===== src/lcdfc_defines.svh =====
// Register indices, field positions, reset values and divider counts of the frame clock block
`ifndef LCDFC_DEFINES_SVH
`define LCDFC_DEFINES_SVH
`define LCDFC_IDX_DISP_CTRL 10'h01B
`define LCDFC_IDX_DUTY_CLK 10'h01C
`define LCDFC_IDX_SEG_P4 10'h01D
`define LCDFC_IDX_SEG_P5 10'h01E
`define LCDFC_IDX_SEG_GRP 10'h01F
`define LCDFC_IDX_RAM_FIRST 10'h050
`define LCDFC_IDX_RAM_LAST 10'h083
`define LCDFC_IDX_TIMER_A 10'h090
`define LCDFC_IDX_STATUS 10'h091
`define LCDFC_DISP_ON_BIT 0
`define LCDFC_PWR_SW_BIT 1
`define LCDFC_LP_KEEP_BIT 2
`define LCDFC_SUBDIV_SEL_BIT 3
`define LCDFC_RST_DISP_CTRL 3'h0
`define LCDFC_RST_DUTY_CLK 4'h0
`define LCDFC_RST_SEG 4'h0
`define LCDFC_RST_TIMER_A 4'h0
`define LCDFC_DIV_CL0_SUB 64
`define LCDFC_DIV_CL1_OSC 1024
`define LCDFC_DIV_CL2_OSC 8192
`define LCDFC_DIV_CL3_OSC 16384
`define LCDFC_DIV_CL3_SUB 512
`define LCDFC_NUM_SEG 52
`define LCDFC_NUM_SHARED 20
`endif


===== src/lcdfc_pkg.sv =====
// Types shared by the frame clock and segment multiplexer block
package lcdfc_pkg;
  // Common phase, Gray coded along the scan order
  typedef enum logic [1:0] {
    LCDFC_PH0 = 2'h0,
    LCDFC_PH1 = 2'h1,
    LCDFC_PH2 = 2'h3,
    LCDFC_PH3 = 2'h2
  } lcdfc_phase_t;
  // Duty selection as written into the low two bits of the duty/clock register
  typedef enum logic [1:0] {
    LCDFC_DUTY_QUARTER = 2'h0,
    LCDFC_DUTY_THIRD = 2'h1,
    LCDFC_DUTY_HALF = 2'h2,
    LCDFC_DUTY_STATIC = 2'h3
  } lcdfc_duty_t;
  // Frame clock source selection from the upper two bits
  typedef enum logic [1:0] {
    LCDFC_SRC_ZERO = 2'h0,
    LCDFC_SRC_ONE = 2'h1,
    LCDFC_SRC_TWO = 2'h2,
    LCDFC_SRC_THREE = 2'h3
  } lcdfc_src_t;
endpackage


===== src/lcdfc_top.sv =====
// LCD frame clock generator, display RAM, segment scan and shared pin selection with an APB slave
//
// Local design decision: the APB slave port.
`timescale 1ns/1ps
`include "lcdfc_defines.svh"

// Behaviour
// Timer mode bit 3 chooses which divider feeds the slowest frame clock source.
// With that bit clear, slowest source is oscillator times duty over 16384.
// With that bit set, slowest source is subclock times duty over 512.
// First segment select register, write-only, bitwise turns port-four pins into segments 1-4.
// First segment select register resets to zero, pins start as ports.
// Second segment select register, write-only, bitwise turns port-five pins into segments 5-8.
// Group register bits 0-2 switch whole groups to segments 9-20; bit 3 unused.
// Software turns the power switch off before changing the drive voltage.
// Display control register is three write-only bits: blank, power switch, low-power display.
// Blanking forces every segment signal off regardless of display RAM.
// Duty/clock register: four write-only bits, upper pair source, lower pair duty.
// Display RAM writes reach the segment pins automatically, one bit per common.
// Source codes 00 to 11 pick frame clock sources zero to three.
// Frame rate scales with duty: static, half, third or quarter of source rate.
module lcdfc_top
  import lcdfc_pkg::*;
#(
  parameter int DIV_CL1 = `LCDFC_DIV_CL1_OSC,
  parameter int DIV_CL2 = `LCDFC_DIV_CL2_OSC,
  parameter int DIV_CL3 = `LCDFC_DIV_CL3_OSC,
  parameter int DIV_SUB0 = `LCDFC_DIV_CL0_SUB,
  parameter int DIV_SUB3 = `LCDFC_DIV_CL3_SUB
) (
  input wire logic pclk,
  input wire logic presetn,
  input wire logic psel,
  input wire logic penable,
  input wire logic pwrite,
  input wire logic [11:0] paddr,
  input wire logic [31:0] pwdata,
  input wire logic [3:0] pstrb,
  output logic [31:0] prdata,
  output logic pready,
  output logic pslverr,
  input wire logic subclk_pin,
  input wire logic low_power_mode,
  output logic [3:0] com_out,
  output logic [`LCDFC_NUM_SEG-1:0] seg_out,
  output logic [`LCDFC_NUM_SHARED-1:0] seg_pin_select,
  output logic power_switch,
  output logic frame_pulse
);
  localparam int OCW = $clog2(DIV_CL3);
  localparam int SCW = $clog2(DIV_SUB3);

  // True on the last count of a divide-by-div window of a free-running counter
  function automatic logic div_wrap(input logic [31:0] cnt, input int div);
    div_wrap = ((cnt + 32'h1) % div) == 32'h0;
  endfunction

  // Phase index to Gray state and back
  function automatic lcdfc_phase_t ph_of(input logic [1:0] idx);
    case (idx)
      2'h0: ph_of = LCDFC_PH0;
      2'h1: ph_of = LCDFC_PH1;
      2'h2: ph_of = LCDFC_PH2;
      default: ph_of = LCDFC_PH3;
    endcase
  endfunction

  function automatic logic [1:0] idx_of(input lcdfc_phase_t ph);
    case (ph)
      LCDFC_PH0: idx_of = 2'h0;
      LCDFC_PH1: idx_of = 2'h1;
      LCDFC_PH2: idx_of = 2'h2;
      default: idx_of = 2'h3;
    endcase
  endfunction

  // Register state
  logic [2:0] disp_ctrl_r, disp_ctrl_nxt;
  logic [3:0] duty_clk_r, duty_clk_nxt;
  logic [3:0] seg_p4_r, seg_p4_nxt;
  logic [3:0] seg_p5_r, seg_p5_nxt;
  logic [2:0] seg_grp_r, seg_grp_nxt;
  logic [3:0] timer_a_r, timer_a_nxt;
  logic [3:0] ram_r [`LCDFC_NUM_SEG];
  logic [3:0] ram_nxt [`LCDFC_NUM_SEG];
  logic [31:0] prdata_r, prdata_nxt;
  logic pready_r, pready_nxt;
  logic pslverr_r, pslverr_nxt;

  logic [9:0] idx;
  logic setup_ph, wr_take, aligned;
  logic [9:0] ram_off;

  assign idx = paddr[11:2];
  assign aligned = paddr[1:0] == 2'h0;
  assign setup_ph = psel & ~penable;
  // Writes land only at the access edge the slave itself marked ready
  assign wr_take = psel & penable & pready_r & pwrite & ~pslverr_r & pstrb[0];
  assign ram_off = idx - `LCDFC_IDX_RAM_FIRST;

  // Decode: known register index at a word-aligned address
  function automatic logic is_mapped(input logic [9:0] i, input logic al);
    is_mapped = al && ((i >= `LCDFC_IDX_DISP_CTRL && i <= `LCDFC_IDX_SEG_GRP) ||
                       (i >= `LCDFC_IDX_RAM_FIRST && i <= `LCDFC_IDX_RAM_LAST) ||
                       i == `LCDFC_IDX_TIMER_A || i == `LCDFC_IDX_STATUS);
  endfunction

  // Status word built from live scan state
  logic [7:0] frame_cnt_r, frame_cnt_nxt;
  lcdfc_phase_t phase_r, phase_nxt;
  logic sub_lvl_r, sub_lvl_nxt;

  // Bus answer prepared in the setup cycle so the access phase never waits
  always_comb begin
    pready_nxt = setup_ph;
    pslverr_nxt = setup_ph & ~is_mapped(idx, aligned);
    prdata_nxt = 32'h0;
    if (setup_ph && !pwrite && is_mapped(idx, aligned)) begin
      if (idx >= `LCDFC_IDX_RAM_FIRST && idx <= `LCDFC_IDX_RAM_LAST) begin
        prdata_nxt = {28'h0, ram_r[ram_off[5:0]]};
      end else if (idx == `LCDFC_IDX_STATUS) begin
        prdata_nxt = {16'h0, frame_cnt_r, 5'h0, sub_lvl_r, idx_of(phase_r)};
      end
    end
  end

  // Control registers; write-only ones read back as zero
  always_comb begin
    disp_ctrl_nxt = disp_ctrl_r;
    duty_clk_nxt = duty_clk_r;
    seg_p4_nxt = seg_p4_r;
    seg_p5_nxt = seg_p5_r;
    seg_grp_nxt = seg_grp_r;
    timer_a_nxt = timer_a_r;
    for (int i = 0; i < `LCDFC_NUM_SEG; i++) begin
      ram_nxt[i] = ram_r[i];
    end
    if (wr_take) begin
      case (idx)
        `LCDFC_IDX_DISP_CTRL: disp_ctrl_nxt = pwdata[2:0];
        `LCDFC_IDX_DUTY_CLK: duty_clk_nxt = pwdata[3:0];
        `LCDFC_IDX_SEG_P4: seg_p4_nxt = pwdata[3:0];
        `LCDFC_IDX_SEG_P5: seg_p5_nxt = pwdata[3:0];
        `LCDFC_IDX_SEG_GRP: seg_grp_nxt = pwdata[2:0];
        `LCDFC_IDX_TIMER_A: timer_a_nxt = pwdata[3:0];
        default: begin
          if (idx >= `LCDFC_IDX_RAM_FIRST && idx <= `LCDFC_IDX_RAM_LAST) begin
            ram_nxt[ram_off[5:0]] = pwdata[3:0];
          end
        end
      endcase
    end
  end

  always_ff @(posedge pclk or negedge presetn) begin
    if (!presetn) begin
      disp_ctrl_r <= `LCDFC_RST_DISP_CTRL;
      duty_clk_r <= `LCDFC_RST_DUTY_CLK;
      seg_p4_r <= `LCDFC_RST_SEG;
      seg_p5_r <= `LCDFC_RST_SEG;
      seg_grp_r <= 3'(`LCDFC_RST_SEG);
      timer_a_r <= `LCDFC_RST_TIMER_A;
      for (int i = 0; i < `LCDFC_NUM_SEG; i++) begin
        ram_r[i] <= 4'h0;
      end
      prdata_r <= 32'h0;
      pready_r <= 1'b0;
      pslverr_r <= 1'b0;
    end else begin
      disp_ctrl_r <= disp_ctrl_nxt;
      duty_clk_r <= duty_clk_nxt;
      seg_p4_r <= seg_p4_nxt;
      seg_p5_r <= seg_p5_nxt;
      seg_grp_r <= seg_grp_nxt;
      timer_a_r <= timer_a_nxt;
      for (int i = 0; i < `LCDFC_NUM_SEG; i++) begin
        ram_r[i] <= ram_nxt[i];
      end
      prdata_r <= prdata_nxt;
      pready_r <= pready_nxt;
      pslverr_r <= pslverr_nxt;
    end
  end

  // Subclock synchroniser
  // Three stages; a change is believed only once stages two and three agree
  logic [2:0] sub_sync_r, sub_sync_nxt;
  logic sub_rise;
  logic [SCW-1:0] sub_cnt_r, sub_cnt_nxt;
  logic [OCW-1:0] osc_cnt_r, osc_cnt_nxt;

  always_comb begin
    sub_sync_nxt = {sub_sync_r[1:0], subclk_pin};
    sub_lvl_nxt = sub_lvl_r;
    if (sub_sync_r[1] == sub_sync_r[2]) begin
      sub_lvl_nxt = sub_sync_r[2];
    end
  end

  assign sub_rise = sub_lvl_nxt & ~sub_lvl_r;

  // Free-running dividers; one counter per clock keeps all taps phase-aligned
  always_comb begin
    osc_cnt_nxt = OCW'(32'(osc_cnt_r) + 32'h1);
    if (div_wrap(32'(osc_cnt_r), DIV_CL3)) begin
      osc_cnt_nxt = '0;
    end
    sub_cnt_nxt = sub_cnt_r;
    if (sub_rise) begin
      sub_cnt_nxt = SCW'(32'(sub_cnt_r) + 32'h1);
      if (div_wrap(32'(sub_cnt_r), DIV_SUB3)) begin
        sub_cnt_nxt = '0;
      end
    end
  end

  always_ff @(posedge pclk or negedge presetn) begin
    if (!presetn) begin
      sub_sync_r <= 3'h0;
      sub_lvl_r <= 1'b0;
      osc_cnt_r <= '0;
      sub_cnt_r <= '0;
    end else begin
      sub_sync_r <= sub_sync_nxt;
      sub_lvl_r <= sub_lvl_nxt;
      osc_cnt_r <= osc_cnt_nxt;
      sub_cnt_r <= sub_cnt_nxt;
    end
  end

  // Common phase scan
  // One tick per common phase, so a frame of N phases runs at source rate over N
  lcdfc_src_t src_sel;
  lcdfc_duty_t duty_sel;
  logic phase_tick;
  logic [1:0] last_idx;
  logic lp_dark;
  logic [3:0] com_nxt_v;
  logic [`LCDFC_NUM_SEG-1:0] seg_nxt_v;
  logic [`LCDFC_NUM_SHARED-1:0] pin_sel_nxt;
  logic frame_nxt;
  logic [3:0] com_r;
  logic [`LCDFC_NUM_SEG-1:0] seg_r;
  logic [`LCDFC_NUM_SHARED-1:0] pin_sel_r;
  logic pwr_r, frame_r;
  logic pwr_nxt;

  assign src_sel = lcdfc_src_t'(duty_clk_r[3:2]);
  assign duty_sel = lcdfc_duty_t'(duty_clk_r[1:0]);
  // Low-power modes without the keep-on bit ground the panel and open the switch
  assign lp_dark = low_power_mode & ~disp_ctrl_r[`LCDFC_LP_KEEP_BIT];

  always_comb begin
    case (src_sel)
      LCDFC_SRC_ZERO: phase_tick = sub_rise & div_wrap(32'(sub_cnt_r), DIV_SUB0);
      LCDFC_SRC_ONE: phase_tick = div_wrap(32'(osc_cnt_r), DIV_CL1);
      LCDFC_SRC_TWO: phase_tick = div_wrap(32'(osc_cnt_r), DIV_CL2);
      default: begin
        if (timer_a_r[`LCDFC_SUBDIV_SEL_BIT]) begin
          phase_tick = sub_rise & div_wrap(32'(sub_cnt_r), DIV_SUB3);
        end else begin
          phase_tick = div_wrap(32'(osc_cnt_r), DIV_CL3);
        end
      end
    endcase
    case (duty_sel)
      LCDFC_DUTY_STATIC: last_idx = 2'h0;
      LCDFC_DUTY_HALF: last_idx = 2'h1;
      LCDFC_DUTY_THIRD: last_idx = 2'h2;
      default: last_idx = 2'h3;
    endcase
  end

  // Phase advance and frame counting; a duty change that leaves the phase past the new last phase restarts at phase zero
  always_comb begin
    phase_nxt = phase_r;
    frame_cnt_nxt = frame_cnt_r;
    frame_nxt = 1'b0;
    if (idx_of(phase_r) > last_idx) begin
      phase_nxt = LCDFC_PH0;
    end else if (phase_tick) begin
      if (idx_of(phase_r) == last_idx) begin
        phase_nxt = LCDFC_PH0;
        frame_nxt = 1'b1;
        frame_cnt_nxt = frame_cnt_r + 8'h01;
      end else begin
        phase_nxt = ph_of(idx_of(phase_r) + 2'h1);
      end
    end
  end

  // Drive levels for the present phase from live RAM contents
  always_comb begin
    com_nxt_v = 4'h0;
    seg_nxt_v = '0;
    if (!lp_dark) begin
      com_nxt_v[idx_of(phase_nxt)] = 1'b1;
      for (int s = 0; s < `LCDFC_NUM_SEG; s++) begin
        seg_nxt_v[s] = ram_r[s][idx_of(phase_nxt)] & disp_ctrl_r[`LCDFC_DISP_ON_BIT];
      end
    end
    pin_sel_nxt = {{4{seg_grp_r[2]}}, {4{seg_grp_r[1]}}, {4{seg_grp_r[0]}}, seg_p5_r, seg_p4_r};
    pwr_nxt = disp_ctrl_r[`LCDFC_PWR_SW_BIT] & ~lp_dark;
  end

  always_ff @(posedge pclk or negedge presetn) begin
    if (!presetn) begin
      phase_r <= LCDFC_PH0;
      frame_cnt_r <= 8'h00;
      frame_r <= 1'b0;
      com_r <= 4'h0;
      seg_r <= '0;
      pin_sel_r <= '0;
      pwr_r <= 1'b0;
    end else begin
      phase_r <= phase_nxt;
      frame_cnt_r <= frame_cnt_nxt;
      frame_r <= frame_nxt;
      com_r <= com_nxt_v;
      seg_r <= seg_nxt_v;
      pin_sel_r <= pin_sel_nxt;
      pwr_r <= pwr_nxt;
    end
  end

  assign prdata = prdata_r;
  assign pready = pready_r;
  assign pslverr = pslverr_r;
  assign com_out = com_r;
  assign seg_out = seg_r;
  assign seg_pin_select = pin_sel_r;
  assign power_switch = pwr_r;
  assign frame_pulse = frame_r;
endmodule

===== config.mk =====
export PLATFORM = sky130hd
export DESIGN_NAME = lcdfc_top
export DESIGN_NICKNAME = d
export VERILOG_FILES = /design/src/lcdfc_pkg.sv /design/src/lcdfc_top.sv
export VERILOG_INCLUDE_DIRS = /design/src /design/src/src
export SDC_FILE = /design/constraint.sdc
export NUM_CORES = 1
export LEC_CHECK = 0
export ABC_AREA = 1
export BUFFER_PORTS_ARGS = -buffer_cell sky130_fd_sc_hd__buf_2
export CAP_MARGIN = 20
export CORE_ASPECT_RATIO = 0.75
export CORE_MARGIN = 3
export CORE_UTILIZATION = 47
export CTS_CLUSTER_DIAMETER = 100
export CTS_CLUSTER_SIZE = 14
export DETAILED_ROUTE_END_ITERATION = 6
export GPL_TIMING_DRIVEN = 0
export MAX_ROUTING_LAYER = met4
export PLACE_DENSITY = 0.74
export SLEW_MARGIN = 20
export SYNTH_ARGS = -nofsm -noshare
export SYNTH_HDL_FRONTEND = slang
export SYNTH_SLANG_ARGS = --single-unit

===== constraint.sdc =====
create_clock -name pclk -period 4.25 [get_ports pclk]
set_clock_uncertainty 0.1 [all_clocks]
set_input_delay 0.85 -clock pclk [delete_from_list [all_inputs] [get_ports pclk]]
set_output_delay 0.85 -clock pclk [all_outputs]
set_load 0.005 [all_outputs]

* After elaboration in Yosys (flattened, before gate mapping)
Index checks and enable logic that the tools add are counted.
** Word-level totals
- Register bits after elaboration :: 376
- Input bits :: 55
- Output and inout port bits :: 112
- Word-level logic and storage cells :: 347
** Operators by class
- Add/sub/neg operators :: 5
- $lt $le $gt $ge :: 9
- Equality and inequality tests :: 20
- Muxes and demuxes :: 138
- Bitwise operators :: 73
- Reductions and logical operators :: 30
** Operators with widths (number)
- 208-bit bitwise mux :: 1
- 32-bit zero test :: 5
- 1-bit binary-select mux with 2-bit select :: 52
- 1-bit bitwise AND :: 64
- 32-bit two-way mux :: 2
- 1-bit two-way mux :: 58
- 52-bit two-way mux :: 1
- 10-bit by 5-bit == test with 1-bit output, second input constant :: 5
- 4-bit binary-select mux with 6-bit select :: 1
- 4-bit demux with 6-bit select :: 1
- 2-bit case mux with 3 select lines :: 4
- 10-bit by 8-bit == test with 1-bit output, second input constant :: 2
- 2-bit two-way mux :: 9
- 16-bit two-way mux :: 1
- 4-bit two-way mux :: 4
- 14-bit by 1-bit adder with 14-bit output, second input constant :: 1
- 14-bit two-way mux :: 1
- 2-bit == test, second input constant :: 6
- 2-bit AND reduction :: 6
- 2-bit by 1-bit == test with 1-bit output, second input constant :: 5
- 10-bit by 5-bit greater-or-equal comparator with 1-bit output, second input constant :: 1
- 10-bit by 7-bit greater-or-equal comparator with 1-bit output, second input constant :: 1
- 10-bit by 5-bit less-or-equal comparator with 1-bit output, second input constant :: 1
- 10-bit by 8-bit less-or-equal comparator with 1-bit output, second input constant :: 1
- other kinds (22) :: 42

* Logic depth before layout (Yosys ltp)
- Depth after elaboration :: 26
- Depth in mapped cells :: 22
- Mapped depth without buffers :: 21

* Worst setup path before layout
No wires, ideal clock.
- Path type :: reg-to-reg
- From :: register osc_cnt_r[0]
- To :: register seg_r[46], in the netlist seg_out[46]
- Library setup time :: 0.136 ns
- Arrival time :: 3.189 ns
- Data required time :: 4.014 ns
- Slack :: 0.825 ns
- Stages on the path, launching flop included :: 21
- Path buffers :: 3
- Clock period less this slack :: 3.425 ns
- Path through :: dfrtp_1 ha_1 nand2_1 nor2_1 nand2_1 o21ai_0 nand3_1 nor2_1 nand3_1 nand3_1 nand2_1 nand2_1 nand3_1 ha_1 clkbuf_1 inv_2 clkbuf_1 buf_1 a21oi_1 o21ai_0 a21oi_1
** Between the ends
- Longest elaborated chain between the ends :: 13
- Elaborated cells between the ends (all ways) :: 17
- Classes of those cells :: add/sub: 1; eq/ne: 2; mux: 9; bitwise: 1; reduce/logical: 4
** Ends and longest elaborated chain
- start, declared :: line lcdfc_top.sv:190 : logic [OCW-1:0] osc_cnt_r, osc_cnt_nxt;
- start signal, assigned :: line lcdfc_top.sv:226 : osc_cnt_r <= osc_cnt_nxt;
- 14-bit by 1-bit adder with 14-bit output * :: line lcdfc_top.sv:55 : div_wrap = ((cnt + 32'h1) % div) == 32'h0;
- 32-bit zero test :: line lcdfc_top.sv:55
- 1-bit two-way mux :: line lcdfc_top.sv:259 : if (timer_a_r[`LCDFC_SUBDIV_SEL_BIT]) begin
- 1-bit case mux with 3 select lines * :: line lcdfc_top.sv:254 : case (src_sel)
- 2-bit two-way mux * :: line lcdfc_top.sv:281 : end else if (phase_tick) begin
- 2-bit two-way mux * :: line lcdfc_top.sv:279 : if (idx_of(phase_r) > last_idx) begin
- 2-bit == test, or another cell as far along :: line lcdfc_top.sv:69 : case (ph)
- 2-bit case mux with 3 select lines * :: line lcdfc_top.sv:69
- 2-bit two-way mux * :: line lcdfc_top.sv:296 : if (!lp_dark) begin
- 1-bit binary-select mux with 2-bit select * :: line lcdfc_top.sv:299 : seg_nxt_v[s] = ram_r[s][idx_of(phase_nxt)] & disp_ctrl_r[`LCDFC_DISP_ON_BIT];
- 1-bit two-way mux (implied by the code) * :: line lcdfc_top.sv:299
- 1-bit bitwise AND * :: line lcdfc_top.sv:299
- 52-bit two-way mux * :: line lcdfc_top.sv:296
- named net seg_nxt_v[46] :: line lcdfc_top.sv:239 : logic [`LCDFC_NUM_SEG-1:0] seg_nxt_v;
- end signal, assigned :: line lcdfc_top.sv:320 : seg_r <= seg_nxt_v;
- end, declared :: line lcdfc_top.sv:243 : logic [`LCDFC_NUM_SEG-1:0] seg_r;
The timed path passes the listed nets; every way through them passes the cells marked *. The select of a mux whose other input is x is not followed.
A chain may end at the register's enable or synchronous reset.

* Worst setup path after layout
- From :: register osc_cnt_r[0]
- To :: register seg_r[47], in the netlist seg_out[47]
** Between the ends
- Longest elaborated chain between the ends :: 13
- Elaborated cells between the ends (all ways) :: 17
- Classes of those cells :: add/sub: 1; eq/ne: 2; mux: 9; bitwise: 1; reduce/logical: 4
** Ends and longest elaborated chain
- 14-bit by 1-bit adder with 14-bit output * :: line lcdfc_top.sv:55
- 32-bit zero test :: line lcdfc_top.sv:55
- 1-bit two-way mux :: line lcdfc_top.sv:259
- 1-bit case mux with 3 select lines * :: line lcdfc_top.sv:254
- 2-bit two-way mux * :: line lcdfc_top.sv:281
- 2-bit two-way mux * :: line lcdfc_top.sv:279
- named net phase_nxt[0] :: line lcdfc_top.sv:110 : lcdfc_phase_t phase_r, phase_nxt;
- 2-bit == test, or another cell as far along :: line lcdfc_top.sv:69
- 2-bit case mux with 3 select lines * :: line lcdfc_top.sv:69
- 2-bit two-way mux * :: line lcdfc_top.sv:296
- 1-bit binary-select mux with 2-bit select * :: line lcdfc_top.sv:299
- 1-bit two-way mux (implied by the code) * :: line lcdfc_top.sv:299
- 1-bit bitwise AND * :: line lcdfc_top.sv:299
- 52-bit two-way mux * :: line lcdfc_top.sv:296
- named net seg_nxt_v[47] :: line lcdfc_top.sv:239
Marked as above.

==> metrics.md <==
| Metric | Value |
|---|---|
| Status | `finished clean` |
| Register area share after synthesis | `51.15%` |
| Async S/R FF share, synth | `100.0%` |
| Avg Cell Area, Syn | `8.318 um^2` |
| Row count | `59` |
| Switching Power | `0.002958 W` |
| Fmax | `253.8 MHz` |
| WL final | `54.93 mm` |
| CP endpoint kind | `flop` |
| Layout filler cell count | `3,208` |
| Clk sinks | `347` |
| CTS tree | `yes` |
| Yosys warnings | `0` |
| Synth top area cells | `dfrtp_1 51%, nand2_1 8.6%, o21ai_0 8.4%` |
| WL/cell | `20.62 um` |
| HPWL Detailed | `38.98 mm` |
| Family with the most delay on the worst path | `simple AND/OR/NAND/NOR gates` |
| Static Leak | `9.570 nW` |
| Slowest stage cell, crit path | `dfrtp_1` |
| Remaining DRCs | `0` |
| Clock power share | `29.2%` |
| DR iter-0 viols | `2,405` |
| Comb power frac | `29.1%` |
| All-Layer GR Usage | `29.05%` |
| Setup TNS | `0 ns` |
| Starting Density | `48.31%` |
| Via count | `15,590` |
| Initial antenna violation count | `2` |
| MaxCap Viol Count | `0` |
| Longest Clk Path Bufs | `3` |
| First-pass GRT wire length | `83.57 mm` |
| Gpl congestion | `1.027` |
| Switching share of power | `36.42%` |
| Hold/Removal Path Class | `input pin to async pin` |
| Power Dens Cells | `425.4 nW/um^2` |
| Clock latency at the later pin of the worst-skew pair | `0.59 ns` |
| DRT Pass-1 Iters | `6` |
| Largest net degree at the start of global routing | `99` |
| Top FF cell, synth | `dfrtp_1` |
| Dpl cell area | `18,270 um^2` |
| Startpoint Class | `flop` |
| Area grow syn2layout | `12.47%` |
| Cell-internal power | `0.005164 W` |
| Total I/O pin count | `167` |
| CP required | `4.63 ns` |
| Worst-path fanout max | `10` |
| Final instance area | `19,090 um^2` |
| Post-Syn Area | `16,980 um^2` |
| Final Max Slew Viols | `0` |
| Hold_buf cts | `0` |
| Vias per cell | `5.853` |
| Clk pin slew, worst setup/hold paths | `0.07 ns` |
| Worst slack, placed | `-0.8999 ns` |
| Die H | `170.6 um` |
| Worst vdd ir | `0.0002675 V` |
| Die area | `38,460 um^2` |
| Total CTS buffers | `28` |
| Syn Inst Count | `2,041` |
| Vias in the first global route | `14,270` |
| Final Hold Vio Count | `0` |
| I/O Buffers | `110` |
| Final #Nets | `2,278` |
| CP cell instances | `ha_1 -> nand2_1 -> nor2_4 -> nand2_1 -> o21ai_1 -> nand3_1 -> nor2_1 -> nand3_1 -> nand3_1 -> buf_4 -> a21oi_1 -> nor2_1 -> ha_1 -> nor2_4 -> buf_12 -> clkbuf_2 -> a21oi_1 -> o21ai_0 -> a21oi_1` |
| Final Worst Setup Slack | `0.3094 ns` |
| Area share of the largest cell type after synthesis | `51.15%` |
| H-tree levels | `1` |
| Layout cells sized above 1 | `11.94%` |
| #FFs+latches synth | `347` |
| Worst-Margin Slew | `1.173 ns` |
| Sequential power share | `41.7%` |
| Crit path time final | `3.941 ns` |
| Clock root buffer | `clkbuf_16` |
| Total Power | `0.008122 W` |
| Arrival @ worst endpoint | `4.32 ns` |
| Die X | `225.5 um` |
| Max-slew headroom | `21.80%` |
| Post-synth EDFFs | `0` |
| Core area | `35,140 um^2` |
| Unrepaired setup endpoints after global routing | `no` |
| # setup viols final | `0` |
| Fin crit share | `92.72%` |
| CP Class | `flop to flop` |
| Max incr delay on CP | `0.41 ns` |
| Synth area leader | `dfrtp_1` |
| Count of unique library cells instantiated by Yosys | `42` |
| Buf/Inv on CP | `3` |
| Final hold slack | `0.1356 ns` |
| DRT antenna net count | `0` |
| Total global routing overflow | `0` |
## cell families after synthesis
family / count (synthesis) / synth area share (%)
compound gates: 623 / 19.31
xor+xnor: 11 / 0.5675
fa+ha+maj: 20 / 1.474
buf+inv: 366 / 8.947
flops: 347 / 51.15
other cells: 1 / 0.02209
simple gates: 673 / 18.53
## power groups by stage
stage | Combinational [W] | Clock (W) | Sequential, W
global route | 0.00258 | 0.00253 | 0.00340
global placement | 0.00212 | 0 | 0.00345
finish | 0.00236 | 0.00237 | 0.00339
floorplan | 0.00137 | 0 | 0.00344
detailed placement | 0.00218 | 0 | 0.00345
CTS | 0.00225 | 0.00240 | 0.00339
## Yosys cell counts (2+ instances only)
library cell / n
o21ai_1: 108
o21ai_0: 285
clkinv_1: 2
o22ai_1: 96
buf_6: 3
o221ai_1: 2
xor2_1: 11
nor3_2: 3
buf_2: 5
clkbuf_1: 79
nor3_4: 30
a31oi_1: 3
nor2_1: 146
o211ai_1: 2
a21oi_1: 119
inv_1: 232
nand3b_1: 2
or2_2: 2
nand3_1: 48
inv_2: 6
nor2_4: 2
nand2_4: 3
buf_1: 8
nand4_1: 29
o21bai_1: 2
dfrtp_1: 347
nor3_1: 14
buf_4: 31
nor2_2: 2
nand2_1: 388
ha_1: 20
## cells in the final DEF (no fill, tap or decap), types with 3 or more instances in the layout
cell,n
ha_1,19
inv_1,232
clkbuf_16,29
a31oi_1,3
nand2_1,387
conb_1,20
nand2_4,3
xor2_1,11
nor2_2,4
o21ai_0,284
nor2_4,4
nor3_2,3
nand3_1,47
nor3_1,14
inv_2,6
o22ai_1,96
diode_2,4
buf_6,3
nor3_4,30
a21oi_1,119
o21ai_1,108
clkbuf_2,16
clkbuf_1,60
nand4_1,29
buf_16,3
dfrtp_1,347
buf_2,118
buf_4,31
nor2_1,142
buf_1,5
## final timing paths
kind	start	endpoint	slack, ns	cells after the start
worst max-delay path	osc_cnt_r[0]$_DFF_PN0_	seg_out[47]$_DFF_PN0_	0.31	19
worst max register to register	osc_cnt_r[0]$_DFF_PN0_	seg_out[47]$_DFF_PN0_	0.31	19
worst min-delay path	presetn	osc_cnt_r[3]$_DFF_PN0_	0.14	1
worst min register to register	sub_sync_r[0]$_DFF_PN0_	sub_sync_r[1]$_DFF_PN0_	0.28	0
max in group asynchronous	presetn	seg_out[31]$_DFF_PN0_	2.63	3
min in group pclk	sub_sync_r[0]$_DFF_PN0_	sub_sync_r[1]$_DFF_PN0_	0.28	0
## registers in the layout, indices dropped and copies added (netlist names), 2 cells and up
| name | cells |
|---|---|
| ram_r | 208 |
| seg_p4_r | 4 |
| seg_out | 52 |
| disp_ctrl_r | 3 |
| seg_grp_r | 3 |
| com_out | 4 |
| prdata | 12 |
| phase_r | 2 |
| duty_clk_r | 4 |
| seg_p5_r | 4 |
| seg_pin_select | 11 |
| sub_cnt_r | 9 |
| sub_sync_r | 3 |
| osc_cnt_r | 14 |
| frame_cnt_r | 8 |
## area by class of cell
type,count,area (um^2),share of cell area [%]
Clock buffer,29,725.7,3.801
Clock inverter,1,5.005,0.02621
Multi-Input combinational cell,1347,6889,36.08
Antenna cell,4,10.01,0.05242
Tap cell,457,571.8,2.995
Timing Repair Buffer,114,663.1,3.473
Buffer,125,643.1,3.368
Inverter,240,902.1,4.725
Sequential cell,347,8683,45.48
## through the flow
stage          cells  utilization [%]
3_3_place_gp    2627            51.71
2_1_floorplan   2060                -
6_report        2664            54.34
5_1_grt         2662            54.32
3_5_place_dp    2630            51.98
4_1_cts         2660            54.21
## timing repair
| action | in CTS | in global routing |
|---|---|---|
| buffers inserted | 1 | 0 |
| pin swaps | 1 | 1 |
| gates cloned | 0 | 0 |
| gates resized for setup | 16 | 32 |
| endpoints found under the setup margin | 52 | 52 |
## routing by layer
layer | part of all wire [%] | vias up | track usage (%)
li1 | - | 7055 | -
met1 | 42 | 7407 | 41.59
met2 | 42 | 967 | 41.35
met3 | 12 | 163 | 6.690
met4 | 3.6 | 0 | 8.531
met5 | 0 | - | -
Power figures use the tool's default switching activity.
